<file path="config.mk">
export PLATFORM = sky130hd
export DESIGN_NAME = async_serial_receiver
export DESIGN_NICKNAME = d
export VERILOG_FILES = /design/src/pkg/serial_rx_pkg.sv /design/src/logic/async_serial_receiver.sv
export SDC_FILE = /design/constraint.sdc
export NUM_CORES = 1
export LEC_CHECK = 0
export BUFFER_PORTS_ARGS = -buffer_cell sky130_fd_sc_hd__buf_4
export CELL_PAD_IN_SITES_DETAIL_PLACEMENT = 0
export CELL_PAD_IN_SITES_GLOBAL_PLACEMENT = 1
export CORE_UTILIZATION = 53
export DETAILED_ROUTE_END_ITERATION = 16
export HOLD_SLACK_MARGIN = 0.06
export MAX_ROUTING_LAYER = met4
export PLACE_DENSITY_LB_ADDON = 0.1
export SYNTH_ARGS = -nofsm -noshare
export SYNTH_HDL_FRONTEND = slang
export SYNTH_SLANG_ARGS = --single-unit
</file>
<file path="constraint.sdc">
create_clock -name clk -period 13.2 [get_ports clk]
set_input_delay 3.96 -clock clk [delete_from_list [all_inputs] [get_ports clk]]
set_output_delay 3.96 -clock clk [all_outputs]
set_load 0.05 [all_outputs]
</file>
<file path="src/pkg/serial_rx_pkg.sv">
// How it works
// - a falling edge on the line starts a character; start bit is zero
// - half a bit later recheck; if high, abandon silently and rearm
// - step one bit time per data bit, majority decide, shift into shift register
// - stop bit sampled one bit after last data; low sets framing error
// - completed character goes into fifo and pending flag rises
// - reading data register returns oldest character and pops it
// - pending flag is high when enabled and fifo not empty; not writable
// - interrupt only when all three enables and pending flag are set
// - every fifo entry keeps its own framing tag; status shows oldest
// - framing status is read-only, blocks nothing, raises no interrupt
// - port enable clear resets framing status; receive enable clear keeps it
// - if all entries have framing errors, status stays set until the last one is read
// - fifo holds two; a third complete character sets overrun unless a data read pops in that cycle, which drops it
// - on overrun, fifo stays readable, nothing accepted; cleared by enable clears
// - nine-bit mode shifts nine bits; ninth bit of oldest shown in status
// - address detect in nine-bit mode keeps only ninth-bit-set characters, drops the rest; in eight-bit mode it keeps all
// - in nine-bit address detect mode delivered characters show ninth bit set
// - bit recovery runs on sixteen-times-baud tick; shift once per bit
// - port enable clear holds port in reset and releases line pins
package serial_rx_pkg;
  localparam logic [2:0] addr_rx_status = 3'h0;
  localparam logic [2:0] addr_rx_data = 3'h1;
  localparam logic [2:0] addr_tx_status = 3'h2;
  localparam logic [2:0] addr_baud_ctrl = 3'h3;
  localparam logic [2:0] addr_baud_low = 3'h4;
  localparam logic [2:0] addr_baud_high = 3'h5;
  localparam logic [2:0] addr_int_ctrl = 3'h6;

  localparam int bit_port_enable = 7;
  localparam int bit_nine_sel = 6;
  localparam int bit_rx_enable = 4;
  localparam int bit_addr_detect = 3;
  localparam int bit_framing = 2;
  localparam int bit_overrun = 1;
  localparam int bit_ninth = 0;
  localparam int bit_sync_mode = 4;
  localparam int bit_high_baud = 2;
  localparam int bit_wide_baud = 3;
  localparam int bit_rx_idle = 6;
  localparam int bit_global_ie = 2;
  localparam int bit_periph_ie = 1;
  localparam int bit_rx_ie = 0;

  localparam logic [7:0] ctrl_reset = 8'h00;
  localparam logic [7:0] baud_reset = 8'h00;
  localparam logic [3:0] oversample = 4'hf;
  localparam logic [3:0] half_bit = 4'h7;
  localparam logic [3:0] centre_early = 4'h6;
  localparam logic [3:0] centre_late = 4'h8;
  localparam int fifo_depth = 2;

  typedef enum logic [1:0] {st_idle, st_start, st_data, st_stop} rx_state_t;

  typedef struct packed {
    logic framing;
    logic [8:0] data;
  } rx_entry_t;

  typedef struct packed {
    logic [2:0] addr;
    logic [7:0] wdata;
    logic write;
    logic read;
  } reg_req_t;
endpackage : serial_rx_pkg

</file>
<file path="src/logic/async_serial_receiver.sv">
`timescale 1ns/1ps
module async_serial_receiver (
  // clock and reset
  input wire logic clk,
  input wire logic reset,
  // register port
  input wire serial_rx_pkg::reg_req_t req,
  output logic [7:0] rdata,
  // line
  input wire logic serial_receive_pin,
  output logic pin_serial_owned,
  // interrupt
  output logic receive_interrupt
);
  // =====================================================
  // registers
  logic [7:0] rcs_reg;
  logic [7:0] txs_reg;
  logic [7:0] baud_reg;
  logic [7:0] div_low_reg;
  logic [7:0] div_high_reg;
  logic [2:0] ie_reg;
  logic port_en;
  logic rx_en;
  logic nine_sel;
  logic addr_det;
  logic data_pop;

  assign port_en = rcs_reg[serial_rx_pkg::bit_port_enable];
  assign rx_en = rcs_reg[serial_rx_pkg::bit_rx_enable] & port_en
    & ~txs_reg[serial_rx_pkg::bit_sync_mode];
  assign nine_sel = rcs_reg[serial_rx_pkg::bit_nine_sel];
  assign addr_det = rcs_reg[serial_rx_pkg::bit_addr_detect] & nine_sel;
  assign data_pop = req.read && req.addr == serial_rx_pkg::addr_rx_data;
  assign pin_serial_owned = port_en;

  always_ff @(posedge clk or posedge reset) begin
    if (reset) begin
      rcs_reg <= serial_rx_pkg::ctrl_reset;
      txs_reg <= serial_rx_pkg::ctrl_reset;
      baud_reg <= serial_rx_pkg::ctrl_reset;
      div_low_reg <= serial_rx_pkg::baud_reset;
      div_high_reg <= serial_rx_pkg::baud_reset;
      ie_reg <= 3'h0;
    end else if (req.write) begin
      if (req.addr == serial_rx_pkg::addr_rx_status) begin
        rcs_reg <= {req.wdata[7:3], 3'h0};
      end else if (req.addr == serial_rx_pkg::addr_tx_status) begin
        txs_reg <= req.wdata;
      end else if (req.addr == serial_rx_pkg::addr_baud_ctrl) begin
        baud_reg <= req.wdata;
      end else if (req.addr == serial_rx_pkg::addr_baud_low) begin
        div_low_reg <= req.wdata;
      end else if (req.addr == serial_rx_pkg::addr_baud_high) begin
        div_high_reg <= req.wdata;
      end else if (req.addr == serial_rx_pkg::addr_int_ctrl) begin
        ie_reg <= req.wdata[2:0];
      end
    end
  end

  // =====================================================
  // baud tick generator, sixteen ticks per bit
  logic [15:0] div_value;
  logic [15:0] div_cnt_reg;
  logic tick;

  always_comb begin
    div_value = {div_high_reg, div_low_reg};
    if (!baud_reg[serial_rx_pkg::bit_wide_baud]) begin
      div_value = {8'h00, div_low_reg};
    end
  end
  assign tick = (div_cnt_reg == 16'h0000);

  always_ff @(posedge clk or posedge reset) begin
    if (reset) begin
      div_cnt_reg <= 16'h0000;
    end else if (!port_en || tick) begin
      div_cnt_reg <= div_value;
    end else begin
      div_cnt_reg <= div_cnt_reg - 16'h0001;
    end
  end

  // =====================================================
  // bit recovery
  serial_rx_pkg::rx_state_t state_reg;
  logic [3:0] phase_reg;
  logic [3:0] bit_cnt_reg;
  logic [8:0] shift_reg;
  logic line_reg;
  logic [1:0] votes_reg;
  logic majority;
  logic char_done;
  logic char_framing;
  logic [8:0] char_data;
  logic [3:0] data_bits;

  assign data_bits = nine_sel ? 4'h9 : 4'h8;
  assign majority = votes_reg[1] & (votes_reg[0] | serial_receive_pin)
    | (votes_reg[1] ^ votes_reg[0]) & serial_receive_pin;

  always_ff @(posedge clk or posedge reset) begin
    if (reset) begin
      line_reg <= 1'b1;
    end else begin
      line_reg <= serial_receive_pin;
    end
  end

  always_ff @(posedge clk or posedge reset) begin
    if (reset) begin
      state_reg <= serial_rx_pkg::st_idle;
      phase_reg <= 4'h0;
      bit_cnt_reg <= 4'h0;
      shift_reg <= 9'h000;
      votes_reg <= 2'h0;
      char_done <= 1'b0;
      char_framing <= 1'b0;
      char_data <= 9'h000;
    end else begin
      char_done <= 1'b0;
      if (!rx_en) begin
        state_reg <= serial_rx_pkg::st_idle;
      end else begin
        case (state_reg)
          serial_rx_pkg::st_idle: begin
            if (line_reg && !serial_receive_pin) begin
              state_reg <= serial_rx_pkg::st_start;
              phase_reg <= 4'h0;
            end
          end
          serial_rx_pkg::st_start: begin
            if (tick) begin
              phase_reg <= phase_reg + 4'h1;
              if (phase_reg == serial_rx_pkg::half_bit) begin
                if (serial_receive_pin) begin
                  state_reg <= serial_rx_pkg::st_idle;
                end else begin
                  state_reg <= serial_rx_pkg::st_data;
                  // first data decision lands one full bit after start centre
                  phase_reg <= serial_rx_pkg::centre_late + 4'h1;
                  bit_cnt_reg <= 4'h0;
                end
              end
            end
          end
          serial_rx_pkg::st_data, serial_rx_pkg::st_stop: begin
            if (tick) begin
              phase_reg <= phase_reg + 4'h1;
              if (phase_reg == serial_rx_pkg::centre_early) begin
                votes_reg <= {serial_receive_pin, 1'b0};
              end else if (phase_reg == serial_rx_pkg::half_bit) begin
                votes_reg <= {votes_reg[1], serial_receive_pin};
              end else if (phase_reg == serial_rx_pkg::centre_late) begin
                if (state_reg == serial_rx_pkg::st_data) begin
                  shift_reg <= {majority, shift_reg[8:1]};
                  bit_cnt_reg <= bit_cnt_reg + 4'h1;
                end else begin
                  char_done <= 1'b1;
                  char_framing <= ~majority;
                  char_data <= nine_sel ? shift_reg : {1'b0, shift_reg[8:1]};
                  state_reg <= serial_rx_pkg::st_idle;
                end
              end else if (phase_reg == serial_rx_pkg::oversample) begin
                if (state_reg == serial_rx_pkg::st_data && bit_cnt_reg == data_bits) begin
                  state_reg <= serial_rx_pkg::st_stop;
                end
              end
            end
          end
          default: state_reg <= serial_rx_pkg::st_idle;
        endcase
      end
    end
  end

  // =====================================================
  // two-entry fifo and overrun
  serial_rx_pkg::rx_entry_t fifo_mem [serial_rx_pkg::fifo_depth];
  logic rd_ptr_reg;
  logic wr_ptr_reg;
  logic [1:0] count_reg;
  logic overrun_reg;
  logic push;
  logic pop;
  serial_rx_pkg::rx_entry_t head;

  assign pop = data_pop && count_reg != 2'h0;
  assign push = char_done && !overrun_reg && count_reg != 2'h2
    && (!addr_det || char_data[8]);
  assign head = fifo_mem[rd_ptr_reg];

  always_ff @(posedge clk or posedge reset) begin
    if (reset) begin
      fifo_mem[0] <= '0;
      fifo_mem[1] <= '0;
    end else if (push) begin
      fifo_mem[wr_ptr_reg] <= {char_framing, char_data};
    end
  end

  always_ff @(posedge clk or posedge reset) begin
    if (reset) begin
      rd_ptr_reg <= 1'b0;
      wr_ptr_reg <= 1'b0;
      count_reg <= 2'h0;
    end else if (!port_en) begin
      rd_ptr_reg <= 1'b0;
      wr_ptr_reg <= 1'b0;
      count_reg <= 2'h0;
    end else begin
      if (push) begin
        wr_ptr_reg <= ~wr_ptr_reg;
      end
      if (pop) begin
        rd_ptr_reg <= ~rd_ptr_reg;
      end
      count_reg <= count_reg + {1'b0, push} - {1'b0, pop};
    end
  end

  always_ff @(posedge clk or posedge reset) begin
    if (reset) begin
      overrun_reg <= 1'b0;
    end else if (!rx_en) begin
      overrun_reg <= 1'b0;
    end else if (char_done && count_reg == 2'h2 && !pop
      && (!addr_det || char_data[8])) begin
      overrun_reg <= 1'b1;
    end
  end

  // =====================================================
  // status and read data
  logic pending;
  logic framing_status;
  logic [7:0] status_view;

  assign pending = rx_en && count_reg != 2'h0;
  // port disable hides the tag at once, before the fifo clear lands
  assign framing_status = port_en && count_reg != 2'h0 && head.framing;
  assign receive_interrupt = pending && ie_reg[serial_rx_pkg::bit_rx_ie]
    && ie_reg[serial_rx_pkg::bit_periph_ie] && ie_reg[serial_rx_pkg::bit_global_ie];

  always_comb begin
    status_view = rcs_reg;
    status_view[serial_rx_pkg::bit_framing] = framing_status;
    status_view[serial_rx_pkg::bit_overrun] = overrun_reg;
    status_view[serial_rx_pkg::bit_ninth] = head.data[8] & (count_reg != 2'h0);
  end

  always_ff @(posedge clk or posedge reset) begin
    if (reset) begin
      rdata <= 8'h00;
    end else if (!req.read) begin
      rdata <= 8'h00;
    end else if (req.addr == serial_rx_pkg::addr_rx_status) begin
      rdata <= status_view;
    end else if (req.addr == serial_rx_pkg::addr_rx_data) begin
      rdata <= head.data[7:0];
    end else if (req.addr == serial_rx_pkg::addr_tx_status) begin
      rdata <= txs_reg;
    end else if (req.addr == serial_rx_pkg::addr_baud_ctrl) begin
      rdata <= {1'b0, state_reg == serial_rx_pkg::st_idle, 2'h0, baud_reg[3], 3'h0};
    end else if (req.addr == serial_rx_pkg::addr_baud_low) begin
      rdata <= div_low_reg;
    end else if (req.addr == serial_rx_pkg::addr_baud_high) begin
      rdata <= div_high_reg;
    end else if (req.addr == serial_rx_pkg::addr_int_ctrl) begin
      rdata <= {4'h0, pending, ie_reg};
    end else begin
      rdata <= 8'h00;
    end
  end
endmodule : async_serial_receiver

</file>
Yosys cells after proc, flatten, opt, wreduce, memory -nomap -nowiden
Index checks and enable logic that the tools add are counted.
{ "classes": {"bitwise_logic": 23, "n_eq_ne": 37, "reduce_logical": 44, "n_addsub": 5, "n_lt_le_gt_ge": 3, "mux": 62} }
{ "op_table": {"columns": ["cell", "count"], "rows": [
  ["2-to-1 mux 4 bit", 14],
  ["2-to-1 mux 8 bit", 7],
  ["2-to-1 mux 10 bit", 4],
  ["2-to-1 mux 16 bit", 2],
  ["2-to-1 mux 2 bit", 14],
  ["AND reduction 7 bit", 3],
  ["bitwise mux 20 bit", 1],
  ["inequality test 2 bit (second input constant)", 10],
  ["inequality test 3 bit (second input constant)", 6],
  ["logical AND 1 bit", 17],
  ["logical NOT 16 bit", 1],
  ["AND reduction 4 bit", 4],
  ["subtractor 16 x 1 -> 16 bit (second input constant)", 1],
  ["2-to-1 mux 1 bit", 15],
  ["inequality test 4 bit (second input constant)", 3],
  ["inverter 1 bit", 12],
  ["case mux 4 bit (3 select lines)", 1],
  ["demux 10 bit (select 1 bit)", 1],
  ["AND reduction 10 bit", 1],
  ["equality test 3 bit (second input constant)", 3],
  ["2-to-1 mux 9 bit", 1],
  ["AND reduction 9 bit", 1],
  ["adder 4 x 1 -> 4 bit (second input constant)", 2],
  ["equality test 4 x 3 -> 1 bit (second input constant)", 2],
  ["27 further kinds", 48]
]} }
{ "totals": {"output_inout_bits": 10, "ff_bits": 118} }

Logic depth before layout (Yosys ltp)
Gate-level depths: netlist (run 1).
{ "depth": {"ltp_word": 11, "mapped_depth": 9, "ltp_nobuf": 9} }

Worst setup path before layout (run 1)
OpenSTA, ideal clock, no wires.
{ "synth_timing": {"path_type": "reg2out", "from": "register rcs_reg[7]", "to": "output receive_interrupt", "n_path_buf": 1, "path_stages_with_launch": 5, "slack_ps": 7546, "required_time_ps": 9240, "arrival_time_ps": 1694, "cell_sequence": "dfrtp_1 -> clkbuf_1 -> nand3b_1 -> nor2_1 -> and4_1"} }
{ "synth_between": {"elab_chain_cells": 6} }
{ "synth_lines": {"columns": ["item", "line", "source"], "rows": [
  ["from (decl)", "async_serial_receiver.sv:17", "logic [7:0] rcs_reg;"],
  ["from (signal assigned)", "async_serial_receiver.sv:39", "rcs_reg <= serial_rx_pkg::ctrl_reset;"],
  ["from (signal assigned)", "async_serial_receiver.sv:47", "rcs_reg <= {req.wdata[7:3], 3'h0};"],
  ["bitwise AND 1 bit", "async_serial_receiver.sv:30", "assign rx_en = rcs_reg[serial_rx_pkg::bit_rx_enable] & port_en"],
  ["bitwise AND 1 bit", "async_serial_receiver.sv:31", "& ~txs_reg[serial_rx_pkg::bit_sync_mode];"],
  ["logical AND 1 bit", "async_serial_receiver.sv:241", "assign pending = rx_en && count_reg != 2'h0;"],
  ["logical AND 1 bit", "async_serial_receiver.sv:244", "assign receive_interrupt = pending && ie_reg[serial_rx_pkg::bit_rx_ie]"],
  ["logical AND 1 bit (2 in series)", "async_serial_receiver.sv:245", "&& ie_reg[serial_rx_pkg::bit_periph_ie] && ie_reg[serial_rx_pkg::bit_global_ie];"],
  ["to (decl)", "async_serial_receiver.sv:13", "output logic receive_interrupt"]
]} }
Every way passes these cells.

Final worst setup path (run 1)
Ends and elaborated chain as after synthesis.

==> Flow_metrics.wiki, run 1 <==
{| class="wikitable"
! Metric !! Value
|-
| Number of max-slew violations in the final report || 0
|-
| Setup repair after global routing missed its margin || no
|-
| Die boundary height || 106 um
|-
| Antenna cell count || 0
|-
| Max_slew headroom || 0.372
|-
| Boundary pin count || 26
|-
| Final routed wirelength across all metal layers || 12500 um
|-
| Total number of yosys warnings || 0
|-
| Area leader, netlist || dfrtp_1
|-
| CTS H-tree lvls || 4
|-
| Pin count of the biggest net entering global routing || 60
|-
| Die Area || 11300 um2
|-
| Count of input and output buffers || 25
|-
| Post-synthesis to final-layout area growth || 15.0%
|-
| Setup ws final || 7.09 ns
|-
| Critical path class || reg2out
|-
| Flip-flop count of the largest register after layout || 20
|-
| Startpoint type of the worst setup path || flip-flop
|-
| Antenna viol nets, final || 0
|-
| Most repeated cell in the gate-level netlist after synthesis || dfrtp_1
|-
| Number of global-route vias before repair || 4153
|-
| CP Capture Point || receive_interrupt
|-
| Endpoint type of the worst setup path || output pin
|-
| Multi-input gate area in the final layout || 2710 um2
|-
| Top cell types by occurrence after synthesis || dfrtp_1, mux2_2, nor2_1
|-
| Total placed cells including tap cells || 658
|-
| Result of the run || finished, final reports clean
|-
| Finish-stage setup viols || 0
|-
| Cell at the root of the clock tree || clkbuf_8
|-
| Number of antenna violations at the first check in global routing || 0
|-
| Fillers || 839
|-
| Post-CTS Resized || 0
|-
| Async set-or-reset flop fraction in the synthesized netlist || 1.00
|-
| Crit path max-delay cell type || dfrtp_1
|-
| Crit share post-route || 0.463
|-
| Cell count of the worst reg-to-reg path || 6
|-
| Total congestion overflow after global routing || 0
|-
| Insertion delay of the later-clocked pin in the worst-skew pair || 0.53 ns
|-
| Clock sink total || 115
|-
| Worst EP required || 9.24 ns
|-
| Max-cap viol count || 0
|-
| Data arrival time of the critical path || 2.15 ns
|-
| Number of remaining DRC errors || 0
|-
| Post-CTS setup buffer count || 0
|-
| CTS tree || built
|-
| Clock Skew || 0.0129 ns
|-
| CTS Buf Count || 17
|-
| # rows || 37
|-
| Avg Cell Area, Syn || 11.1 um2
|-
| Aggregate negative setup slack || 0 ns
|-
| Clock transition at the register clock pins on the worst setup and hold paths after CTS || 0.06 ns
|-
| Cell Chain, Critical Path || nand3b_1, nor2_1, and4_1, buf_4
|-
| Global routing usage summed across all routing layers || 0.256
|-
| Path category of the worst min-delay check || reg2reg
|-
| Flip-flop and latch count after synthesis || 115
|-
| Worst reg2reg setup slack || 10.62 ns
|-
| Placer's final routability congestion estimate || 0.784
|-
| Worst supply voltage drop on vdd || 0.116 mV
|-
| Crit-path max FO || 11
|-
| Syn_nets || 547
|-
| Share of post-route cells with drive strength above 1 || 0.241
|-
| Power per cell area || 162 nW/um2
|-
| Leakage power || 3.03 nW
|-
| Starting DRC count in detailed routing || 229
|-
| First-pass GRT wire length || 21200 um
|-
| # hold bufs at CTS || 0
|-
| Top cells by area, synth || dfrtp_1, mux2_2, mux2i_1
|-
| Share of Yosys cell area claimed by the top area cell type || 0.497
|-
| Final number of hold-violating endpoints || 0
|-
| RR Endpoint || fifo_mem[16]
|-
| Hold Crit Start || char_data[5]
|-
| Area of the mapped netlist || 5740 um2
|-
| Routed wire per std cell || 18.2 um
|-
| Main flop type after synthesis || dfrtp_1
|-
| Number of optimization iterations in the first detailed-route pass || 4
|-
| Average via count per standard cell || 5.82
|-
| Worst R2R Start || rcs_reg[6]
|-
| Number of synthesized flops with an enable pin || 0
|-
| Total Nets Final || 570
|-
| Proportion of synthesized chip area in sequential cells || 0.501
|-
| Actual slew at the worst max-slew pin || 0.939 ns
|-
| Synthesized instance count || 518
|-
| Final Critical Period || 6.11 ns
|-
| Via count of the routed design || 4002
|-
| F_max || 164 MHz
|-
| Final non-filler cell total || 688
|-
| Critical path startpoint || rcs_reg[7]
|-
| Count of distinct cell types in the synthesized netlist || 56
|-
| Sequential cell area || 2880 um2
|-
| Delay of the slowest cell on the worst path || 0.57 ns
|-
| Die boundary width || 106 um
|-
| Core Area || 10400 um2
|-
| Clock Tree Buf Depth || 2
|-
| Worst slack at placement || 7.54 ns
|-
| Starting Density || 0.551
|-
| Dpl hpwl || 8530 um
|}
==> stage by stage <==
| stage | hold WS, ns | cell area, um2 | power [mW] | util |
|---|---|---|---|---|
| global route | 0.520 | 6600 | 1.12 | 0.634 |
| detailed placement | 0.484 | 6020 | 0.620 | 0.578 |
| global placement | 0.478 | 6020 | 0.616 | 0.578 |
| CTS | 0.501 | 6600 | 1.08 | 0.634 |
| floorplan | 0.440 | 5740 | 0.571 | - |
| finish | 0.503 | 6600 | 1.07 | 0.634 |
==> cells in the final DEF, fill, tap and decap left out, types with 4 or more instances in the layout <==
master,n
ha_1,13
a21boi_0,4
inv_1,16
nor2b_1,6
nand4_1,4
xor2_1,7
mux2_2,65
and2_1,6
nor4_1,4
a21oi_1,13
nand2b_1,9
nor3b_1,4
a31oi_1,6
o31ai_1,4
buf_4,26
dfrtp_1,114
a22oi_1,4
o21ai_0,35
clkbuf_16,16
mux2i_1,27
nor3_1,11
xnor2_1,11
nand2_1,29
nand3_1,13
a21o_1,10
nor2_1,38
==> worst min path at each step <==
stage / endpoint / slack [ns] / depth (start not counted)
CTS: bit_cnt_reg[3] / 0.50 / 1
global route: fifo_mem[14] / 0.52 / 1
floorplan: bit_cnt_reg[3] / 0.44 / 1
finish: char_data[5] / 0.50 / 1
global placement: bit_cnt_reg[3] / 0.48 / 1
detailed placement: bit_cnt_reg[3] / 0.48 / 1
==> worst max-delay path, delay by kind of cell, from the launching register on <==
family | cells | cell delay (ns)
buf+inv | 1 | 0.19
flops | 1 | 0.57
simple gates | 3 | 0.85
==> kinds of logic after synthesis <==
group | count (synthesis) | synth area share
flops | 115 | 0.501
mux | 92 | 0.175
buf+inv | 39 | 0.0261
compound gates | 90 | 0.0974
xor+xnor | 18 | 0.0275
fa+ha+maj | 14 | 0.0301
simple gates | 150 | 0.143
==> area by class of cell <==
type                    instances  area share
repair buffers                 26      0.0296
flip-flops and latches        115       0.436
well taps                     136      0.0258
multi-input cells             364       0.411
clock buffers                  21      0.0680
clock inverters                 9      0.0197
inverters                      17      0.0100
==> layer usage <==
| metal | track usage | part of all wire |
|---|---|---|
| met3 | 0.0632 | 0.037 |
| met4 | 0.0863 | 0.013 |
| met5 | - | 0 |
| met1 | 0.338 | 0.47 |
| met2 | 0.389 | 0.48 |
==> power by group <==
part | internal, mW | switching (mW) | leakage, nW
sequential | 0.397 | 0.0510 | 1.51
combinational | 0.0758 | 0.0928 | 1.24
clock | 0.295 | 0.160 | 0.284
(Power assumes the default switching activity.)
==> inputs of run 2 (changes only) <==
--- a/config.mk
+++ b/config.mk
@@ -5,10 +5,11 @@
 export SDC_FILE = /design/constraint.sdc
 export NUM_CORES = 1
 export LEC_CHECK = 0
+export ABC_AREA = 1
 export BUFFER_PORTS_ARGS = -buffer_cell sky130_fd_sc_hd__buf_4
 export CELL_PAD_IN_SITES_DETAIL_PLACEMENT = 0
 export CELL_PAD_IN_SITES_GLOBAL_PLACEMENT = 1
-export CORE_UTILIZATION = 53
+export CORE_UTILIZATION = 47
 export DETAILED_ROUTE_END_ITERATION = 16
 export HOLD_SLACK_MARGIN = 0.06
 export MAX_ROUTING_LAYER = met4
==> constraint.sdc (replaced) <==
create_clock -name clk -period 6.3 [get_ports clk]
set_input_delay 1.89 -clock clk [delete_from_list [all_inputs] [get_ports clk]]
set_output_delay 1.89 -clock clk [all_outputs]
set_load 0.05 [all_outputs]
==> run 2 against run 1 <==
  * Sequential power up 100%
  * Setup slack got worse by 4.5 ns
  * Wire length grew 8.8%
  * Clock-buffer cell count down 3
  * Die area is 14% higher
  * Total power is 110% higher
  * Critical path depth grew 1
  * Synthesized cell count up 36%
  * Sequential cell count did not move
  * Register-to-register slack worse by 6.6 ns
  * First-iteration DRC count increased by 33%
==> Flow_metrics.wiki, run 2 <==
{| class="wikitable"
! Metric !! Value
|-
| Routed wire per std cell || 14.8 um
|-
| F_max || 267 MHz
|-
| Clock transition at the register clock pins on the worst setup and hold paths after CTS || 0.06 ns
|-
| Top cells by area, synth || dfrtp_1, nand2_1, o21ai_0
|-
| WL met3 || 449 um
|-
| Cell Chain, Critical Path || nand3_2, nor2_1, nand3_1, nor2_1, buf_4
|-
| # rows || 40
|-
| Core Area || 12100 um2
|-
| Cell count of the worst reg-to-reg path || 8
|-
| Share of Yosys cell area claimed by the top area cell type || 0.488
|-
| Pin count of the biggest net entering global routing || 44
|-
| Buffer and inverter count on the worst path || 1
|-
| Final number of hold-violating endpoints || 0
|-
| Avg Cell Area, Syn || 8.30 um2
|-
| Aggregate negative setup slack || 0 ns
|-
| Count of distinct cell types in the synthesized netlist || 40
|-
| Most numerous cell on the critical path || nor2_1
|-
| Data arrival time of the critical path || 1.85 ns
|-
| Crit-path max FO || 9
|-
| CTS H-tree lvls || 4
|-
| Total congestion overflow after global routing || 0
|-
| Number of global-route vias before repair || 4468
|-
| Total Nets Final || 766
|-
| Clock sink total || 115
|-
| Fillers || 1142
|-
| Average via count per standard cell || 5.12
|-
| Hold path endpoint || shift_reg[0]
|-
| Syn_nets || 733
|-
| Most used cells in the layout excluding fill and tap cells || nand2_1, dfrtp_1, o21ai_0
|-
| Count of input and output buffers || 25
|-
| Actual slew at the worst max-slew pin || 0.639 ns
|-
| Finish-stage setup viols || 0
|-
| Starting Density || 0.485
|-
| Crit share post-route || 0.594
|-
| Main flop type after synthesis || dfrtp_1
|-
| Top cell types by occurrence after synthesis || nand2_1, dfrtp_1, inv_1, o21ai_0, nor2_1
|-
| First-pass GRT wire length || 22900 um
|-
| Multi-input gate area in the final layout || 2540 um2
|-
| Startpoint type of the worst setup path || flip-flop
|-
| Result of the run || finished, final reports clean
|-
| Routed metal-1 wire length || 6640 um
|-
| Cell type group with the largest total delay on the critical path || simple AND/OR/NAND/NOR gates
|-
| Worst R2R Start || state_reg[0]
|-
| Placer's final routability congestion estimate || 0.846
|-
| Setup repair after global routing missed its margin || no
|-
| Worst EP required || 4.41 ns
|-
| Async set-or-reset flop fraction in the synthesized netlist || 1.00
|-
| Post-CTS Resized || 0
|-
| Endpoint type of the worst setup path || output pin
|-
| Wire length on met2 || 6320 um
|-
| CTS tree || built
|-
| Top routing layer in use || met4
|-
| Leakage power || 3.24 nW
|-
| Insertion delay of the later-clocked pin in the worst-skew pair || 0.42 ns
|-
| CTS Buf Count || 17
|-
| Number of synthesized flops with an enable pin || 0
|-
| Antenna cell count || 0
|-
| Post-synthesis to final-layout area growth || 15.6%
|-
| Number of remaining DRC errors || 0
|-
| Die boundary width || 114 um
|-
| Tightest hold margin || 0.483 ns
|-
| # hold bufs at CTS || 0
|-
| Flip-flop count of the largest register after layout || 20
|-
| Worst supply voltage drop on vdd || 0.213 mV
|-
| RR Endpoint || bit_cnt_reg[1]
|-
| Area of the mapped netlist || 5840 um2
|-
| Clock Tree Buf Depth || 2
|-
| Share of post-route cells with drive strength above 1 || 0.160
|-
| Worst reg2reg setup slack || 4.04 ns
|-
| Clock Skew || 0.00772 ns
|-
| Cell count of the worst hold path || 2
|-
| Synthesized instance count || 704
|-
| Number of max-slew violations in the final report || 0
|-
| Die boundary height || 114 um
|-
| Most repeated cell in the gate-level netlist after synthesis || nand2_1
|-
| Power per cell area || 328 nW/um2
|-
| Antenna viol nets, final || 0
|-
| Final Critical Period || 3.74 ns
|-
| Proportion of synthesized chip area in sequential cells || 0.493
|-
| Most common cell after layout, fill and taps aside || nand2_1
|-
| Boundary pin count || 26
|-
| Cell at the root of the clock tree || clkbuf_16
|-
| Path category of the worst min-delay check || reg2reg
|-
| Final routed wirelength across all metal layers || 13600 um
|-
| Crit path max-delay cell type || dfrtp_1
|-
| Hold Crit Start || shift_reg[0]
|-
| Flip-flop and latch count after synthesis || 115
|-
| Dpl hpwl || 10000 um
|-
| Starting DRC count in detailed routing || 304
|-
| Die Area || 12900 um2
|-
| Max_slew headroom || 0.574
|-
| Critical path startpoint || rcs_reg[7]
|-
| Number of optimization iterations in the first detailed-route pass || 4
|-
| Area leader, netlist || dfrtp_1
|-
| Critical path class || reg2out
|-
| Global routing usage summed across all routing layers || 0.241
|-
| Total number of yosys warnings || 0
|-
| Max-cap viol count || 0
|-
| Delay of the slowest cell on the worst path || 0.55 ns
|-
| Post-CTS setup buffer count || 0
|-
| Number of antenna violations at the first check in global routing || 0
|-
| Sequential cell area || 2880 um2
|-
| Via count of the routed design || 4701
|}
[run 2: worst register-to-register path: cells and delay by family (launching register included)]
kind                     cells  cell delay, ns
adder cells (fa/ha/maj)      1            0.30
AO/OA/AOI/OAI                1            0.34
flip-flops                   1            0.43
buffers and inverters        2            0.30
AND/OR/NAND/NOR              4            0.77
[run 2: layout make-up]
type	count	area share
Clock buffer	18	0.0650
Timing Repair Buffer	27	0.0300
Clock inverter	14	0.0193
Sequential cell	115	0.426
Inverter	94	0.0526
Multi-Input combinational cell	482	0.376
Tap cell	168	0.0311
[run 2: kinds of logic (layout without fill, tap and decap cells)]
family / count (synthesis) / after routing / synth area share
adders and majority gates: 13 / 13 / 0.0278
AOI/OAI and AO/OA: 158 / 158 / 0.149
buffers and inverters: 107 / 153 / 0.0730
xor gates and xnor gates: 12 / 12 / 0.0180
DFF: 115 / 115 / 0.493
muxes: 13 / 13 / 0.0250
and+or+nand+nor: 286 / 286 / 0.215
[run 2: per-stage QoR]
| stage | setup slack (ns) | util | instance area (um2) | instances | power (mW) |
|---|---|---|---|---|---|
| finish | 2.56 | 0.560 | 6760 | 918 | 2.22 |
| global route | 2.43 | 0.560 | 6760 | 918 | 2.34 |
| CTS | 2.53 | 0.560 | 6760 | 918 | 2.23 |
| detailed placement | 2.77 | 0.513 | 6190 | 886 | 1.31 |
| global placement | 2.85 | 0.513 | 6190 | 886 | 1.30 |
| floorplan | 1.37 | - | 5840 | 704 | 1.20 |
[run 2: report_power, final]
group	leakage, nW	internal [mW]	switching (mW)
clock network	0.277	0.556	0.360
registers	1.52	0.820	0.0753
logic	1.44	0.139	0.267
[run 2: worst max-delay path by stage]
stage	endpoint	cells after the start	slack [ns]
2_1_floorplan	baud_reg[3]	1	1.37
3_3_place_gp	count_reg[1]	12	2.85
3_5_place_dp	count_reg[1]	12	2.77
4_1_cts	receive_interrupt	5	2.53
5_1_grt	receive_interrupt	5	2.43
6_report	receive_interrupt	5	2.56
[run 2: routing by layer]
layer  global-route usage  vias to the layer above
li1                     -                     2353
met1                0.322                     2256
met2                0.359                       76
met3               0.0627                       16
met4               0.0763                        0
met5                    -                        -
